## src/rtl/sensor_regs_pkg.sv

```systemverilog
// Shared constants and types for the identity, pin and history register bank.
// Assumes a single 250 MHz clock and a two-wire serial host with 16-bit register indexes.
package sensor_regs_pkg;

  // ---------------------------------------------------------------------------
  // Register indexes
  // ---------------------------------------------------------------------------
  localparam logic [15:0] OFS_MODEL_IDENT = 16'h0000;
  localparam logic [15:0] OFS_MODEL_REV_HIGH = 16'h0001;
  localparam logic [15:0] OFS_MODEL_REV_LOW = 16'h0002;
  localparam logic [15:0] OFS_MODULE_REV_HIGH = 16'h0003;
  localparam logic [15:0] OFS_MODULE_REV_LOW = 16'h0004;
  localparam logic [15:0] OFS_BUILD_DATE_UPPER = 16'h0006;
  localparam logic [15:0] OFS_BUILD_DATE_LOWER = 16'h0007;
  localparam logic [15:0] OFS_BUILD_TIME_HIGH = 16'h0008;
  localparam logic [15:0] OFS_BUILD_TIME_LOW = 16'h0009;
  localparam logic [15:0] OFS_PIN0_CONFIG = 16'h0010;
  localparam logic [15:0] OFS_PIN1_CONFIG = 16'h0011;
  localparam logic [15:0] OFS_HISTORY_CONTROL = 16'h0012;

  // ---------------------------------------------------------------------------
  // Field layouts
  // ---------------------------------------------------------------------------
  typedef struct packed {
    logic [7:0] model_code;
    logic [2:0] model_rev_high;
    logic [2:0] model_rev_low;
    logic [2:0] module_rev_high;
    logic [2:0] module_rev_low;
    logic [3:0] build_year_digit;
    logic [3:0] build_month;
    logic [4:0] build_day;
    logic [2:0] build_phase;
    logic [15:0] build_time;
  } ident_t;

  // Pin configuration byte holds these fields in bits 6 down to 1
  typedef struct packed {
    logic shutdown_priority;
    logic polarity;
    logic [3:0] function_sel;
  } pin_cfg_t;

  // History control byte holds these fields in bits 2 down to 0
  typedef struct packed {
    logic clear;
    logic mode_als;
    logic enable;
  } hist_ctrl_t;

  localparam int PIN_FIELD_LSB = 1;
  localparam int PIN_FIELD_MSB = 6;
  localparam int HIST_FIELD_MSB = 2;
  localparam logic [7:0] PIN1_WRITE_MASK = 8'h3e;

  // ---------------------------------------------------------------------------
  // Reset values and codes
  // ---------------------------------------------------------------------------
  localparam logic [7:0] PIN0_RESET = 8'h60;
  localparam logic [7:0] PIN1_RESET = 8'h20;
  localparam logic [7:0] HIST_RESET = 8'h00;
  localparam logic [7:0] DATE_RESET = 8'h00;
  localparam logic [15:0] TIME_RESET = 16'h0000;
  localparam logic [3:0] FUNC_OFF = 4'h0;
  localparam logic [3:0] FUNC_IRQ = 4'h8;
  localparam int HISTORY_DEPTH = 8;
  localparam logic [3:0] I2C_BYTE_BITS = 4'h8;

  // Serial front end states, Gray coded along the write path
  typedef enum logic [2:0] {
    SER_IDLE = 3'h0,
    SER_ADDR = 3'h1,
    SER_IDX_HI = 3'h3,
    SER_IDX_LO = 3'h2,
    SER_WDATA = 3'h6,
    SER_RDATA = 3'h7
  } ser_state_t;

  typedef enum logic [1:0] {
    HC_IDLE = 2'h0,
    HC_RUN = 2'h1,
    HC_DONE = 2'h3
  } hc_state_t;

endpackage : sensor_regs_pkg

```

## src/rtl/ident_gpio_history_regs.sv

```systemverilog
// Identity, pin configuration and history control registers behind a two-wire serial slave.
// Assumes scl_i and sda_i are already synchronous to sys_clk; the pad resolves sda from sda_oe.
`timescale 1ns/100ps

// Operation
// - Model code register sits at index zero
// - Revision fields 3 bits, reloaded at boot
// - Upper date: year digit and month
// - Lower date: day and phase
// - 16-bit build time, seconds are twice it
// - Pin0 shutdown priority overrides other fields
// - Polarity 0 active low, 1 high
// - Function 0000 released, 1000 interrupt output
// - Host sets clear, device drops it after
// - Mode selects ranging or ambient history
// - Enable bit turns history buffering on
module ident_gpio_history_regs #(
  parameter logic [6:0] BUS_ADDR = 7'h2a,
  parameter logic [7:0] MODEL_CODE_RESET = 8'h5a, // arbitrary value
  parameter logic [2:0] MODEL_REV_HIGH_RESET = 3'h5, // arbitrary value
  parameter logic [2:0] MODEL_REV_LOW_RESET = 3'h6, // arbitrary value
  parameter logic [2:0] MODULE_REV_HIGH_RESET = 3'h4, // arbitrary value
  parameter logic [2:0] MODULE_REV_LOW_RESET = 3'h7, // arbitrary value
  parameter int HIST_DEPTH = sensor_regs_pkg::HISTORY_DEPTH
) (
  // Clock and reset
  input wire logic sys_clk,
  input wire logic rst,
  // Two-wire serial bus, sda open drain
  input wire logic scl_i,
  input wire logic sda_i,
  output logic sda_o,
  output logic sda_oe,
  // Boot load from the nonvolatile store
  input wire logic nvs_load,
  input wire sensor_regs_pkg::ident_t nvs_ident,
  // Interrupt level from the measurement core
  input wire logic irq_level,
  // General pins
  input wire logic pin0_i,
  output logic pin0_o,
  output logic pin0_oe,
  input wire logic pin1_i,
  output logic pin1_o,
  output logic pin1_oe,
  output logic shutdown_req,
  // History buffer control
  output logic hist_enable,
  output logic hist_mode_als,
  output logic hist_clear_strobe,
  output logic [$clog2(HIST_DEPTH)-1:0] hist_clear_index,
  // Identity views
  output logic [7:0] model_code,
  output logic [16:0] build_seconds
);

  // ---------------------------------------------------------------------------
  // Declarations
  // ---------------------------------------------------------------------------
  localparam sensor_regs_pkg::ident_t IDENT_RESET = '{
    model_code: MODEL_CODE_RESET,
    model_rev_high: MODEL_REV_HIGH_RESET,
    model_rev_low: MODEL_REV_LOW_RESET,
    module_rev_high: MODULE_REV_HIGH_RESET,
    module_rev_low: MODULE_REV_LOW_RESET,
    build_year_digit: sensor_regs_pkg::DATE_RESET[7:4],
    build_month: sensor_regs_pkg::DATE_RESET[3:0],
    build_day: sensor_regs_pkg::DATE_RESET[7:3],
    build_phase: sensor_regs_pkg::DATE_RESET[2:0],
    build_time: sensor_regs_pkg::TIME_RESET
  };

  sensor_regs_pkg::ser_state_t state_q, state_d;
  logic ack_q, ack_d;
  logic own_q, own_d;
  logic [3:0] bit_q, bit_d;
  logic [7:0] sh_q, sh_d;
  logic [15:0] idx_q, idx_d;
  logic scl_q, sda_q;
  logic start_cond, stop_cond, scl_rise, scl_fall;
  logic wr_en;
  logic [7:0] rdata;

  sensor_regs_pkg::ident_t id_q, id_d;
  sensor_regs_pkg::pin_cfg_t pin0_q, pin0_d, pin1_q, pin1_d;
  sensor_regs_pkg::hist_ctrl_t hist_q, hist_d;
  logic clear_done;
  logic sd0;

  // ---------------------------------------------------------------------------
  // Bus line sampling and conditions
  // ---------------------------------------------------------------------------
  always_ff @(posedge sys_clk or posedge rst) begin
    if (rst) begin
      scl_q <= 1'b1;
      sda_q <= 1'b1;
    end else begin
      scl_q <= scl_i;
      sda_q <= sda_i;
    end
  end

  // Start and stop are sda edges while scl stays high
  assign start_cond = scl_i & scl_q & sda_q & ~sda_i;
  assign stop_cond = scl_i & scl_q & ~sda_q & sda_i;
  assign scl_rise = scl_i & ~scl_q;
  assign scl_fall = ~scl_i & scl_q;

  // ---------------------------------------------------------------------------
  // Serial slave next state
  // ---------------------------------------------------------------------------
  always_comb begin
    state_d = state_q;
    ack_d = ack_q;
    own_d = own_q;
    bit_d = bit_q;
    sh_d = sh_q;
    idx_d = idx_q;
    wr_en = 1'b0;
    if (start_cond) begin
      state_d = sensor_regs_pkg::SER_ADDR;
      bit_d = '0;
      ack_d = 1'b0;
      own_d = 1'b0;
    end else if (stop_cond) begin
      state_d = sensor_regs_pkg::SER_IDLE;
      ack_d = 1'b0;
      own_d = 1'b0;
    end else if (state_q != sensor_regs_pkg::SER_IDLE) begin
      if (scl_rise) begin
        if (ack_q) begin
          // Master not acknowledging a read byte ends the read
          if (state_q == sensor_regs_pkg::SER_RDATA && sda_i) begin
            state_d = sensor_regs_pkg::SER_IDLE;
            ack_d = 1'b0;
          end
        end else begin
          if (state_q != sensor_regs_pkg::SER_RDATA) begin
            sh_d = {sh_q[6:0], sda_i};
          end
          bit_d = bit_q + 1'b1;
        end
      end else if (scl_fall) begin
        if (ack_q) begin
          // End of acknowledge slot
          ack_d = 1'b0;
          own_d = 1'b0;
          bit_d = '0;
          if (state_q == sensor_regs_pkg::SER_RDATA) begin
            sh_d = rdata;
            idx_d = idx_q + 1'b1;
          end
        end else if (bit_q == sensor_regs_pkg::I2C_BYTE_BITS) begin
          ack_d = 1'b1;
          case (state_q)
            sensor_regs_pkg::SER_ADDR: begin
              if (sh_q[7:1] == BUS_ADDR) begin
                own_d = 1'b1;
                state_d = sh_q[0] ? sensor_regs_pkg::SER_RDATA : sensor_regs_pkg::SER_IDX_HI;
              end else begin
                state_d = sensor_regs_pkg::SER_IDLE;
              end
            end
            sensor_regs_pkg::SER_IDX_HI: begin
              idx_d[15:8] = sh_q;
              own_d = 1'b1;
              state_d = sensor_regs_pkg::SER_IDX_LO;
            end
            sensor_regs_pkg::SER_IDX_LO: begin
              idx_d[7:0] = sh_q;
              own_d = 1'b1;
              state_d = sensor_regs_pkg::SER_WDATA;
            end
            sensor_regs_pkg::SER_WDATA: begin
              wr_en = 1'b1;
              idx_d = idx_q + 1'b1;
              own_d = 1'b1;
            end
            default: own_d = 1'b0;
          endcase
        end else if (state_q == sensor_regs_pkg::SER_RDATA) begin
          sh_d = {sh_q[6:0], 1'b0};
        end
      end
    end
  end

  // Serial slave registers
  always_ff @(posedge sys_clk or posedge rst) begin
    if (rst) begin
      state_q <= sensor_regs_pkg::SER_IDLE;
      ack_q <= 1'b0;
      own_q <= 1'b0;
      bit_q <= '0;
      sh_q <= '0;
      idx_q <= '0;
    end else begin
      state_q <= state_d;
      ack_q <= ack_d;
      own_q <= own_d;
      bit_q <= bit_d;
      sh_q <= sh_d;
      idx_q <= idx_d;
    end
  end

  // Open-drain data: pull low for our acknowledge or a zero read bit
  assign sda_o = 1'b0;
  assign sda_oe = own_q | ((state_q == sensor_regs_pkg::SER_RDATA) & ~ack_q & ~sh_q[7]);

  // ---------------------------------------------------------------------------
  // Read data select
  // ---------------------------------------------------------------------------
  always_comb begin
    case (idx_q)
      sensor_regs_pkg::OFS_MODEL_IDENT: rdata = id_q.model_code;
      sensor_regs_pkg::OFS_MODEL_REV_HIGH: rdata = {5'h00, id_q.model_rev_high};
      sensor_regs_pkg::OFS_MODEL_REV_LOW: rdata = {5'h00, id_q.model_rev_low};
      sensor_regs_pkg::OFS_MODULE_REV_HIGH: rdata = {5'h00, id_q.module_rev_high};
      sensor_regs_pkg::OFS_MODULE_REV_LOW: rdata = {5'h00, id_q.module_rev_low};
      sensor_regs_pkg::OFS_BUILD_DATE_UPPER: rdata = {id_q.build_year_digit, id_q.build_month};
      sensor_regs_pkg::OFS_BUILD_DATE_LOWER: rdata = {id_q.build_day, id_q.build_phase};
      sensor_regs_pkg::OFS_BUILD_TIME_HIGH: rdata = id_q.build_time[15:8];
      sensor_regs_pkg::OFS_BUILD_TIME_LOW: rdata = id_q.build_time[7:0];
      sensor_regs_pkg::OFS_PIN0_CONFIG: rdata = {1'b0, pin0_q, 1'b0};
      sensor_regs_pkg::OFS_PIN1_CONFIG: rdata = {1'b0, pin1_q, 1'b0};
      sensor_regs_pkg::OFS_HISTORY_CONTROL: rdata = {5'h00, hist_q};
      default: rdata = 8'h00;
    endcase
  end

  // ---------------------------------------------------------------------------
  // Register file next state
  // ---------------------------------------------------------------------------
  always_comb begin
    id_d = id_q;
    pin0_d = pin0_q;
    pin1_d = pin1_q;
    hist_d = hist_q;
    // Clear completion drops the bit; a host write this cycle overrides it
    if (clear_done) begin
      hist_d.clear = 1'b0;
    end
    if (wr_en) begin
      case (idx_q)
        sensor_regs_pkg::OFS_MODEL_IDENT: id_d.model_code = sh_q;
        sensor_regs_pkg::OFS_MODEL_REV_HIGH: id_d.model_rev_high = sh_q[2:0];
        sensor_regs_pkg::OFS_MODEL_REV_LOW: id_d.model_rev_low = sh_q[2:0];
        sensor_regs_pkg::OFS_MODULE_REV_HIGH: id_d.module_rev_high = sh_q[2:0];
        sensor_regs_pkg::OFS_MODULE_REV_LOW: id_d.module_rev_low = sh_q[2:0];
        sensor_regs_pkg::OFS_BUILD_DATE_UPPER: {id_d.build_year_digit, id_d.build_month} = sh_q;
        sensor_regs_pkg::OFS_BUILD_DATE_LOWER: {id_d.build_day, id_d.build_phase} = sh_q;
        sensor_regs_pkg::OFS_BUILD_TIME_HIGH: id_d.build_time[15:8] = sh_q;
        sensor_regs_pkg::OFS_BUILD_TIME_LOW: id_d.build_time[7:0] = sh_q;
        sensor_regs_pkg::OFS_PIN0_CONFIG: begin
          pin0_d = sh_q[sensor_regs_pkg::PIN_FIELD_MSB:sensor_regs_pkg::PIN_FIELD_LSB];
        end
        sensor_regs_pkg::OFS_PIN1_CONFIG: begin
          pin1_d = sh_q[sensor_regs_pkg::PIN_FIELD_MSB:sensor_regs_pkg::PIN_FIELD_LSB]
            & sensor_regs_pkg::PIN1_WRITE_MASK[sensor_regs_pkg::PIN_FIELD_MSB:sensor_regs_pkg::PIN_FIELD_LSB];
        end
        sensor_regs_pkg::OFS_HISTORY_CONTROL: hist_d = sh_q[sensor_regs_pkg::HIST_FIELD_MSB:0];
        default: hist_d = hist_d;
      endcase
    end
    // Boot load replaces every identity default
    if (nvs_load) begin
      id_d = nvs_ident;
    end
  end

  // Register file
  always_ff @(posedge sys_clk or posedge rst) begin
    if (rst) begin
      id_q <= IDENT_RESET;
      pin0_q <= sensor_regs_pkg::PIN0_RESET[sensor_regs_pkg::PIN_FIELD_MSB:sensor_regs_pkg::PIN_FIELD_LSB];
      pin1_q <= sensor_regs_pkg::PIN1_RESET[sensor_regs_pkg::PIN_FIELD_MSB:sensor_regs_pkg::PIN_FIELD_LSB];
      hist_q <= sensor_regs_pkg::HIST_RESET[sensor_regs_pkg::HIST_FIELD_MSB:0];
    end else begin
      id_q <= id_d;
      pin0_q <= pin0_d;
      pin1_q <= pin1_d;
      hist_q <= hist_d;
    end
  end

  // ---------------------------------------------------------------------------
  // Pins and history sequencer
  // ---------------------------------------------------------------------------
  pin_config_unit #(
    .HAS_SHUTDOWN(1'b1)
  ) u_pin0 (
    .sys_clk(sys_clk),
    .rst(rst),
    .cfg(pin0_q),
    .irq_level(irq_level),
    .pin_i(pin0_i),
    .pin_o(pin0_o),
    .pin_oe(pin0_oe),
    .shutdown_req(sd0)
  );

  pin_config_unit #(
    .HAS_SHUTDOWN(1'b0)
  ) u_pin1 (
    .sys_clk(sys_clk),
    .rst(rst),
    .cfg(pin1_q),
    .irq_level(irq_level),
    .pin_i(pin1_i),
    .pin_o(pin1_o),
    .pin_oe(pin1_oe),
    .shutdown_req()
  );

  history_clear_seq #(
    .DEPTH(HIST_DEPTH)
  ) u_hclear (
    .sys_clk(sys_clk),
    .rst(rst),
    .start(hist_q.clear),
    .clear_strobe(hist_clear_strobe),
    .clear_index(hist_clear_index),
    .done(clear_done)
  );

  // Control and identity views, all from flip-flops
  assign shutdown_req = sd0;
  assign hist_enable = hist_q.enable;
  assign hist_mode_als = hist_q.mode_als;
  assign model_code = id_q.model_code;
  assign build_seconds = {id_q.build_time, 1'b0};

endmodule : ident_gpio_history_regs

```

## src/rtl/pin_config_unit.sv

```systemverilog
// One general-purpose pin: interrupt output, high impedance or shutdown input.
// Assumes the configuration comes from the register bank and irq_level from the measurement core.
`timescale 1ns/100ps
module pin_config_unit #(
  parameter bit HAS_SHUTDOWN = 1'b0
) (
  // Clock and reset
  input wire logic sys_clk,
  input wire logic rst,
  // Configuration and event
  input wire sensor_regs_pkg::pin_cfg_t cfg,
  input wire logic irq_level,
  // Pin
  input wire logic pin_i,
  output logic pin_o,
  output logic pin_oe,
  // Shutdown request, high while the pin asks for shutdown
  output logic shutdown_req
);

  logic pin_o_d, pin_oe_d, shutdown_d;

  // ---------------------------------------------------------------------------
  // Pin function decode
  // ---------------------------------------------------------------------------
  always_comb begin
    pin_o_d = 1'b0;
    pin_oe_d = 1'b0;
    shutdown_d = 1'b0;
    if (HAS_SHUTDOWN && cfg.shutdown_priority) begin
      // Other fields ignored; pin is an active-low shutdown input
      shutdown_d = ~pin_i;
    end else if (cfg.function_sel == sensor_regs_pkg::FUNC_IRQ) begin
      pin_oe_d = 1'b1;
      pin_o_d = irq_level ? cfg.polarity : ~cfg.polarity;
    end
    // FUNC_OFF and unused codes leave the pin released
  end

  // Output registers
  always_ff @(posedge sys_clk or posedge rst) begin
    if (rst) begin
      pin_o <= 1'b0;
      pin_oe <= 1'b0;
      shutdown_req <= 1'b0;
    end else begin
      pin_o <= pin_o_d;
      pin_oe <= pin_oe_d;
      shutdown_req <= shutdown_d;
    end
  end

endmodule : pin_config_unit

```

## src/rtl/history_clear_seq.sv

```systemverilog
// Walks every history entry with a clear strobe, then reports completion.
// Assumes the history store clears the entry named by clear_index while clear_strobe is high.
`timescale 1ns/100ps
module history_clear_seq #(
  parameter int DEPTH = sensor_regs_pkg::HISTORY_DEPTH
) (
  // Clock and reset
  input wire logic sys_clk,
  input wire logic rst,
  // Request level from the control register
  input wire logic start,
  // Towards the history store
  output logic clear_strobe,
  output logic [$clog2(DEPTH)-1:0] clear_index,
  // One-cycle completion pulse
  output logic done
);

  localparam logic [$clog2(DEPTH)-1:0] LAST = ($clog2(DEPTH))'(DEPTH - 1);

  sensor_regs_pkg::hc_state_t state_q, state_d;
  logic [$clog2(DEPTH)-1:0] idx_q, idx_d;

  // ---------------------------------------------------------------------------
  // Sequencer next state
  // ---------------------------------------------------------------------------
  always_comb begin
    state_d = state_q;
    idx_d = idx_q;
    case (state_q)
      sensor_regs_pkg::HC_IDLE: begin
        if (start) begin
          state_d = sensor_regs_pkg::HC_RUN;
          idx_d = '0;
        end
      end
      sensor_regs_pkg::HC_RUN: begin
        if (idx_q == LAST) begin
          state_d = sensor_regs_pkg::HC_DONE;
        end else begin
          idx_d = idx_q + 1'b1;
        end
      end
      sensor_regs_pkg::HC_DONE: state_d = sensor_regs_pkg::HC_IDLE;
      default: state_d = sensor_regs_pkg::HC_IDLE;
    endcase
  end

  // Sequencer registers
  always_ff @(posedge sys_clk or posedge rst) begin
    if (rst) begin
      state_q <= sensor_regs_pkg::HC_IDLE;
      idx_q <= '0;
    end else begin
      state_q <= state_d;
      idx_q <= idx_d;
    end
  end

  assign clear_strobe = (state_q == sensor_regs_pkg::HC_RUN);
  assign clear_index = idx_q;
  assign done = (state_q == sensor_regs_pkg::HC_DONE);

endmodule : history_clear_seq

```

## config.mk

```make
export PLATFORM = sky130hd
export DESIGN_NAME = ident_gpio_history_regs
export DESIGN_NICKNAME = d
export VERILOG_FILES = /design/src/rtl/sensor_regs_pkg.sv /design/src/rtl/ident_gpio_history_regs.sv /design/src/rtl/pin_config_unit.sv /design/src/rtl/history_clear_seq.sv
export SDC_FILE = /design/constraint.sdc
export NUM_CORES = 1
export LEC_CHECK = 0
export ABC_AREA = 1
export BUFFER_PORTS_ARGS = -buffer_cell sky130_fd_sc_hd__buf_2
export CORE_MARGIN = 4
export CORE_UTILIZATION = 58
export DETAILED_ROUTE_END_ITERATION = 10
export HOLD_SLACK_MARGIN = 0.05
export PLACE_DENSITY = 0.81
export SETUP_SLACK_MARGIN = 0.3
export SLEW_MARGIN = 20
export SYNTH_ARGS = -nofsm -noshare
export SYNTH_HDL_FRONTEND = slang
export SYNTH_SLANG_ARGS = --single-unit
export TNS_END_PERCENT = 10
```

## constraint.sdc

```tcl
create_clock -name sys_clk -period 4.6 [get_ports sys_clk]
set_clock_uncertainty 0.15 [all_clocks]
set_input_delay 0.69 -clock sys_clk [delete_from_list [all_inputs] [get_ports sys_clk]]
set_output_delay 0.69 -clock sys_clk [all_outputs]
set_load 0.02 [all_outputs]
```

After elaboration in Yosys (flattened, before gate mapping)
Index checks and enable logic that the tools add are counted.
Word-level totals
  bits in registers: 111
  input bits: 60
  word-level logic and storage cells: 238
Cells by class
  add/sub/neg operators: 3
  equal/unequal tests: 41
  multiplexer cells: 88
  bitwise logic cells: 22
  reductions and logical operators: 49
Operators by type and width (count)
  $mux W52: 2
  $mux W8: 13
  $pmux W8 S12: 1
  $mux W3: 19
  $eq A16 B3 Y1 const B: 3
  $eq A16 B5 Y1 const B: 3
  $mux W16: 3
  $mux W1: 35
  $eq A16 B2 Y1 const B: 2
  $eq A16 B4 Y1 const B: 2
  $pmux W8 S2: 2
  $reduce_bool A2 Y1: 15
  $mux W4: 7
  $reduce_and A2 Y1: 14
  $reduce_bool A3 Y1: 7
  $add A16 B1 Y16 const B: 1
  $eq A16 B1 Y1 const B: 1
  $logic_not A16 Y1: 1
  $reduce_and A8 Y1: 2
  $eq A4 B4 Y1 const B: 3
  $ne A3 B3 Y1 const B: 4
  $not A1 Y1: 12
  $reduce_and A5 Y1: 2
  $and A1 B1 Y1: 9
  other kinds (30): 40

Longest topological paths before layout
  word-level depth: 11
  mapped depth: 12
  mapped depth without buffers: 12

By module
From an unflattened synthesis, not the netlist that was laid out.
Second synthesis, totals
  cells, all modules: 884
  area, all modules: 6640.1 µm²
Modules (own cells, without submodules)
  ident_gpio_history_regs: times used 1, cells an instance 822, area an instance 6149.6 µm², sequential area each 2548.7 µm²
  history_clear_seq: times used 1, cells an instance 31, area an instance 257.7 µm², sequential area each 125.1 µm²
  pin_config_unit (u_pin0): times used 1, cells an instance 15, area an instance 121.4 µm², sequential area each 75.1 µm²
  pin_config_unit (u_pin1): times used 1, cells an instance 16, area an instance 111.4 µm², sequential area each 50.0 µm²

Least setup slack after synthesis
Ideal clock, no wire load.
  path type: input -> register
  from: in scl_i
  to: reg pin0_q[0] (netlist name)
  library setup time: 124 ps
  data arrival time: 1959 ps
  required time: 4326 ps
  path slack: 2367 ps
  stages: 11
  cell sequence: ha_1 buf_2 inv_2 nand2_1 nor3_1 nand4_1 inv_1 nand3_1 buf_2 nand2_1 o21ai_1
On the way
  longest elaborated chain between the ends: 8
  elaborated cells between the ends (all ways): 14
  those cells by class: mux: 5; bitwise: 8; reduce/logical: 1
RTL lines
  start: declaration: line ident_gpio_history_regs.sv:30  | input wire logic scl_i,
  $not A1 Y1: line ident_gpio_history_regs.sv:107  | assign scl_fall = ~scl_i & scl_q;
  $and A1 B1 Y1: line ident_gpio_history_regs.sv:107
  $mux W1: line ident_gpio_history_regs.sv:143  | end else if (scl_fall) begin
  $mux W1: line ident_gpio_history_regs.sv:130  | if (scl_rise) begin
  $mux W1: line ident_gpio_history_regs.sv:129  | end else if (state_q != sensor_regs_pkg::SER_IDLE) begin
  $mux W1: line ident_gpio_history_regs.sv:125  | end else if (stop_cond) begin
  $mux W1 *: line ident_gpio_history_regs.sv:120  | if (start_cond) begin
  $reduce_and A2 Y1 (no source line) *
  end signal: assignment: line ident_gpio_history_regs.sv:276  | pin0_q <= sensor_regs_pkg::PIN0_RESET[sensor_regs_pkg::PIN_FIELD_MSB:sensor_regs_pkg::PIN_FIELD_LSB];
  end signal: assignment: line ident_gpio_history_regs.sv:281  | pin0_q <= pin0_d;
  end: declaration: line ident_gpio_history_regs.sv:85  | sensor_regs_pkg::pin_cfg_t pin0_q, pin0_d, pin1_q, pin1_d;
Mark *: on every way between the ends. The rest lies on a longest branch, timed or not.
A chain may end at the register's enable or synchronous reset.

Worst setup path after layout
  from: reg scl_q
  to: reg id_q (netlist bit model_code[2])
On the way
  longest elaborated chain between the ends: 8
  elaborated cells between the ends (all ways): 15
  those cells by class: mux: 5; bitwise: 8; reduce/logical: 2
RTL lines
  start: declaration: line ident_gpio_history_regs.sv:79  | logic scl_q, sda_q;
  start signal: assignment: line ident_gpio_history_regs.sv:98  | scl_q <= scl_i;
  $and A1 B1 Y1 / $not A1 Y1 (equally long branches): line ident_gpio_history_regs.sv:107, ident_gpio_history_regs.sv:106
  $mux W1 / $and A1 B1 Y1 (equally long branches): line ident_gpio_history_regs.sv:143, ident_gpio_history_regs.sv:106
  $mux W1: line ident_gpio_history_regs.sv:130
  $mux W1: line ident_gpio_history_regs.sv:129
  $mux W1: line ident_gpio_history_regs.sv:125
  $mux W1 *: line ident_gpio_history_regs.sv:120
  $reduce_bool A2 Y1 (no source line) *
  $reduce_and A2 Y1 (no source line) *
  end signal: assignment: line ident_gpio_history_regs.sv:280  | id_q <= id_d;
  end: declaration: line ident_gpio_history_regs.sv:84  | sensor_regs_pkg::ident_t id_q, id_d;
Marked as above.

==> key figures <==
Status
  • Run status: complete, no violations

Drt
  • Routed WL per cell: 15.98 µm
  • Final wirelength: 17,160 µm
  • DRC Markers: 0
  • Via-to-Cell Ratio: 5.720
  • Final ANT Viol Nets: 0
  • First-pass detailed-route iteration total: 5
  • Drt first-iter violations: 649
  • Via count: 6,143

Timing
  • Final Setup Violations: 0
  • Fin Setup TNS: 0 ns
  • RSZ-0062 raised after global routing: false
  • Max-slew headroom: 35.66%
  • Final hold vios: 0
  • Fin crit period: 2.704 ns
  • Slew @ Worst Pin: 0.9651 ns
  • Worst Setup Slack, final: 1.896 ns
  • F_max: 369.9 MHz
  • Final Cycle Share: 58.78%
  • Final Slew Violations: 0

Cells and area
  • Inserted Diodes: 0
  • NumNets Final: 1,000
  • Share of cells above drive strength 1: 18.52%
  • Area growth, synth to finish: 10.02%

Setup path
  • Crit. End Element: register
  • Critical path data arrival time: 2.76 ns
  • Critical path class: register to register
  • Crit path required time: 4.65 ns
  • Crit-path max FO: 16
  • Crit start category: register
  • R2r setup slk: 1.90 ns

Floorplanning
  • Site Rows: 38
  • # IOs: 98
  • Die Height: 114.6 µm
  • Die area: 13,130 µm²
  • Chip width: 114.6 µm
  • Core area: 10,980 µm²
  • Starting density of the core: 60.01%

Placement
  • GPL Wtd Cong: 0.9026
  • Pre-CTS setup slack: 1.656 ns
  • # port buffers: 94
  • DP Wirelength: 12,430 µm

Synth
  • Syn avg cell area: 7.576 µm²
  • Post-synthesis sequential area ratio: 42.46%
  • Main area contributors after synthesis: dfrtp_1 36%, nand2_1 11%, nand3_1 7.4%
  • Synth top cells by count: 196 x nand2_1, 98 x nand3_1, 94 x dfrtp_1
  • Most common cell in the netlist: nand2_1
  • Yosys warning total: 0
  • Synthesized area: 6591 µm²
  • Yosys top cell by area: dfrtp_1
  • Top FF cell, synth: dfrtp_1
  • Cell count after synthesis: 870
  • Post-synth top area share: 35.69%
  • #FFs+latches synth: 111
  • Netlist cell types: 41
  • Async S/R FF share, synth: 100.0%
  • Count of flip-flops with a built-in enable after synthesis: 0

Run
  • Max_cap viols: 0

Clocking
  • Max Root-Sink Buffers: 2
  • Reg clk slew, reported paths: 0.07 ns
  • CTS tree: built
  • Root Driver: clkbuf_16
  • TritonCTS Buffers: 9
  • # resized after CTS: 0
  • Post-CTS setup buffers: 0
  • CTS Sinks: 111
  • Worst skew pair latency: 0.35 ns
  • Cts-stage hold buffer count: 0
  • H-tree levels: 3

Global routing
  • Total gr overflow: 0
  • Largest net degree at the start of global routing: 78
  • Initial antenna violation count: 0
  • All-layer global routing usage: 26.38%
  • First-pass GRT wire length: 27,710 µm
  • Vias in the first global route: 5,569

Power and ir drop
  • Pwr/cell area: 457.0 nW/µm²
  • P_leak: 3.529 nW
  • Max rail drop VDD: 0.4014 mV

Min path
  • Class of the worst hold path: register to register
==> per-layer routing <==
layer / part of all wire, % / GRT usage (%) / up-vias
li1: - / - / 2980
met1: 44 / 37.71 / 2908
met2: 47 / 41.44 / 239
met3: 7.5 / 5.497 / 16
met4: 1.3 / 5.938 / 0
met5: 0 / 0 / -
==> metrics by stage <==
step / instances / total power, mW / utilization, % / area [µm²] / hold WS, ns
floorplan: 871 / 2.207 / - / 6595 / 0.2818
global placement: 1058 / 2.443 / 63.17 / 6938 / 0.2997
detailed placement: 1058 / 2.467 / 63.17 / 6938 / 0.2996
CTS: 1074 / 3.302 / 66.03 / 7252 / 0.3102
global route: 1074 / 3.513 / 66.03 / 7252 / 0.3165
finish: 1074 / 3.314 / 66.03 / 7252 / 0.3072
==> cells by family after synthesis <==
logic type	share of synthesized area [%]
AOI/OAI and AO/OA	15.26
xor gates and xnor gates	1.595
adders and majority gates	2.088
buffers and inverters	9.814
DFF	42.46
other	0.05689
and+or+nand+nor	28.72
==> sequential cells by signal (all words and copies together), names as in the netlist, 2 cells and up <==
register              flops
u_hclear.state_q          2
bit_q                     4
u_hclear.clear_index      3
id_q                     28
state_q                   3
pin1_q                    5
sh_q                      8
build_seconds            16
idx_q                    16
model_code                8
pin0_q                    6
==> cell type report <==
class	count	area (µm²)
Fill cell	976	3731
Multi-Input combinational cell	627	3149
Sequential cell	111	2799
Timing Repair Buffer	99	508.0
Inverter	81	306.5
Clock buffer	11	232.7
Tap cell	140	175.2
Clock inverter	5	81.33
==> layout by cell type (no fill, tap or decap), types with 10 or more instances in the layout <==
| master | count |
|---|---|
| nand4_1 | 15 |
| nand2_1 | 196 |
| dfrtp_1 | 94 |
| xor2_1 | 10 |
| ha_1 | 11 |
| dfstp_2 | 17 |
| nand3_1 | 98 |
| buf_2 | 94 |
| nor2_1 | 80 |
| a21oi_1 | 65 |
| inv_1 | 75 |
| o21ai_0 | 70 |
==> power breakdown <==
| part | leakage [nW] | total [mW] | internal (mW) | switching (mW) |
|---|---|---|---|---|
| combinational | 2.02 | 1.04 | 0.327 | 0.709 |
| sequential | 1.36 | 1.45 | 1.20 | 0.242 |
| clock | 0.150 | 0.834 | 0.479 | 0.354 |
| total | 3.53 | 3.31 | 2.01 | 1.30 |
==> final timing paths <==
check                                         start                       to  depth (start not counted)
worst max-delay path                          scl_q            model_code[2]                          8
worst min-delay path            u_hclear.state_q[1]      u_hclear.state_q[0]                          1
worst max register to register                scl_q            model_code[2]                          8
worst min register to register  u_hclear.state_q[1]      u_hclear.state_q[0]                          1
max in group asynchronous                       rst                pin0_q[4]                          3
min in group asynchronous                       rst  u_hclear.clear_index[1]                          2
==> critical path, cell delays in order, from the launching register on <==
cell,delay [ns]
dfstp_2,0.55
inv_1,0.04
ha_1,0.31
inv_2,0.16
nand2_1,0.15
nor3_4,0.66
a21oi_2,0.34
nand2_1,0.12
o21ai_0,0.08
Note: power is estimated with default switching activity, not from simulation.
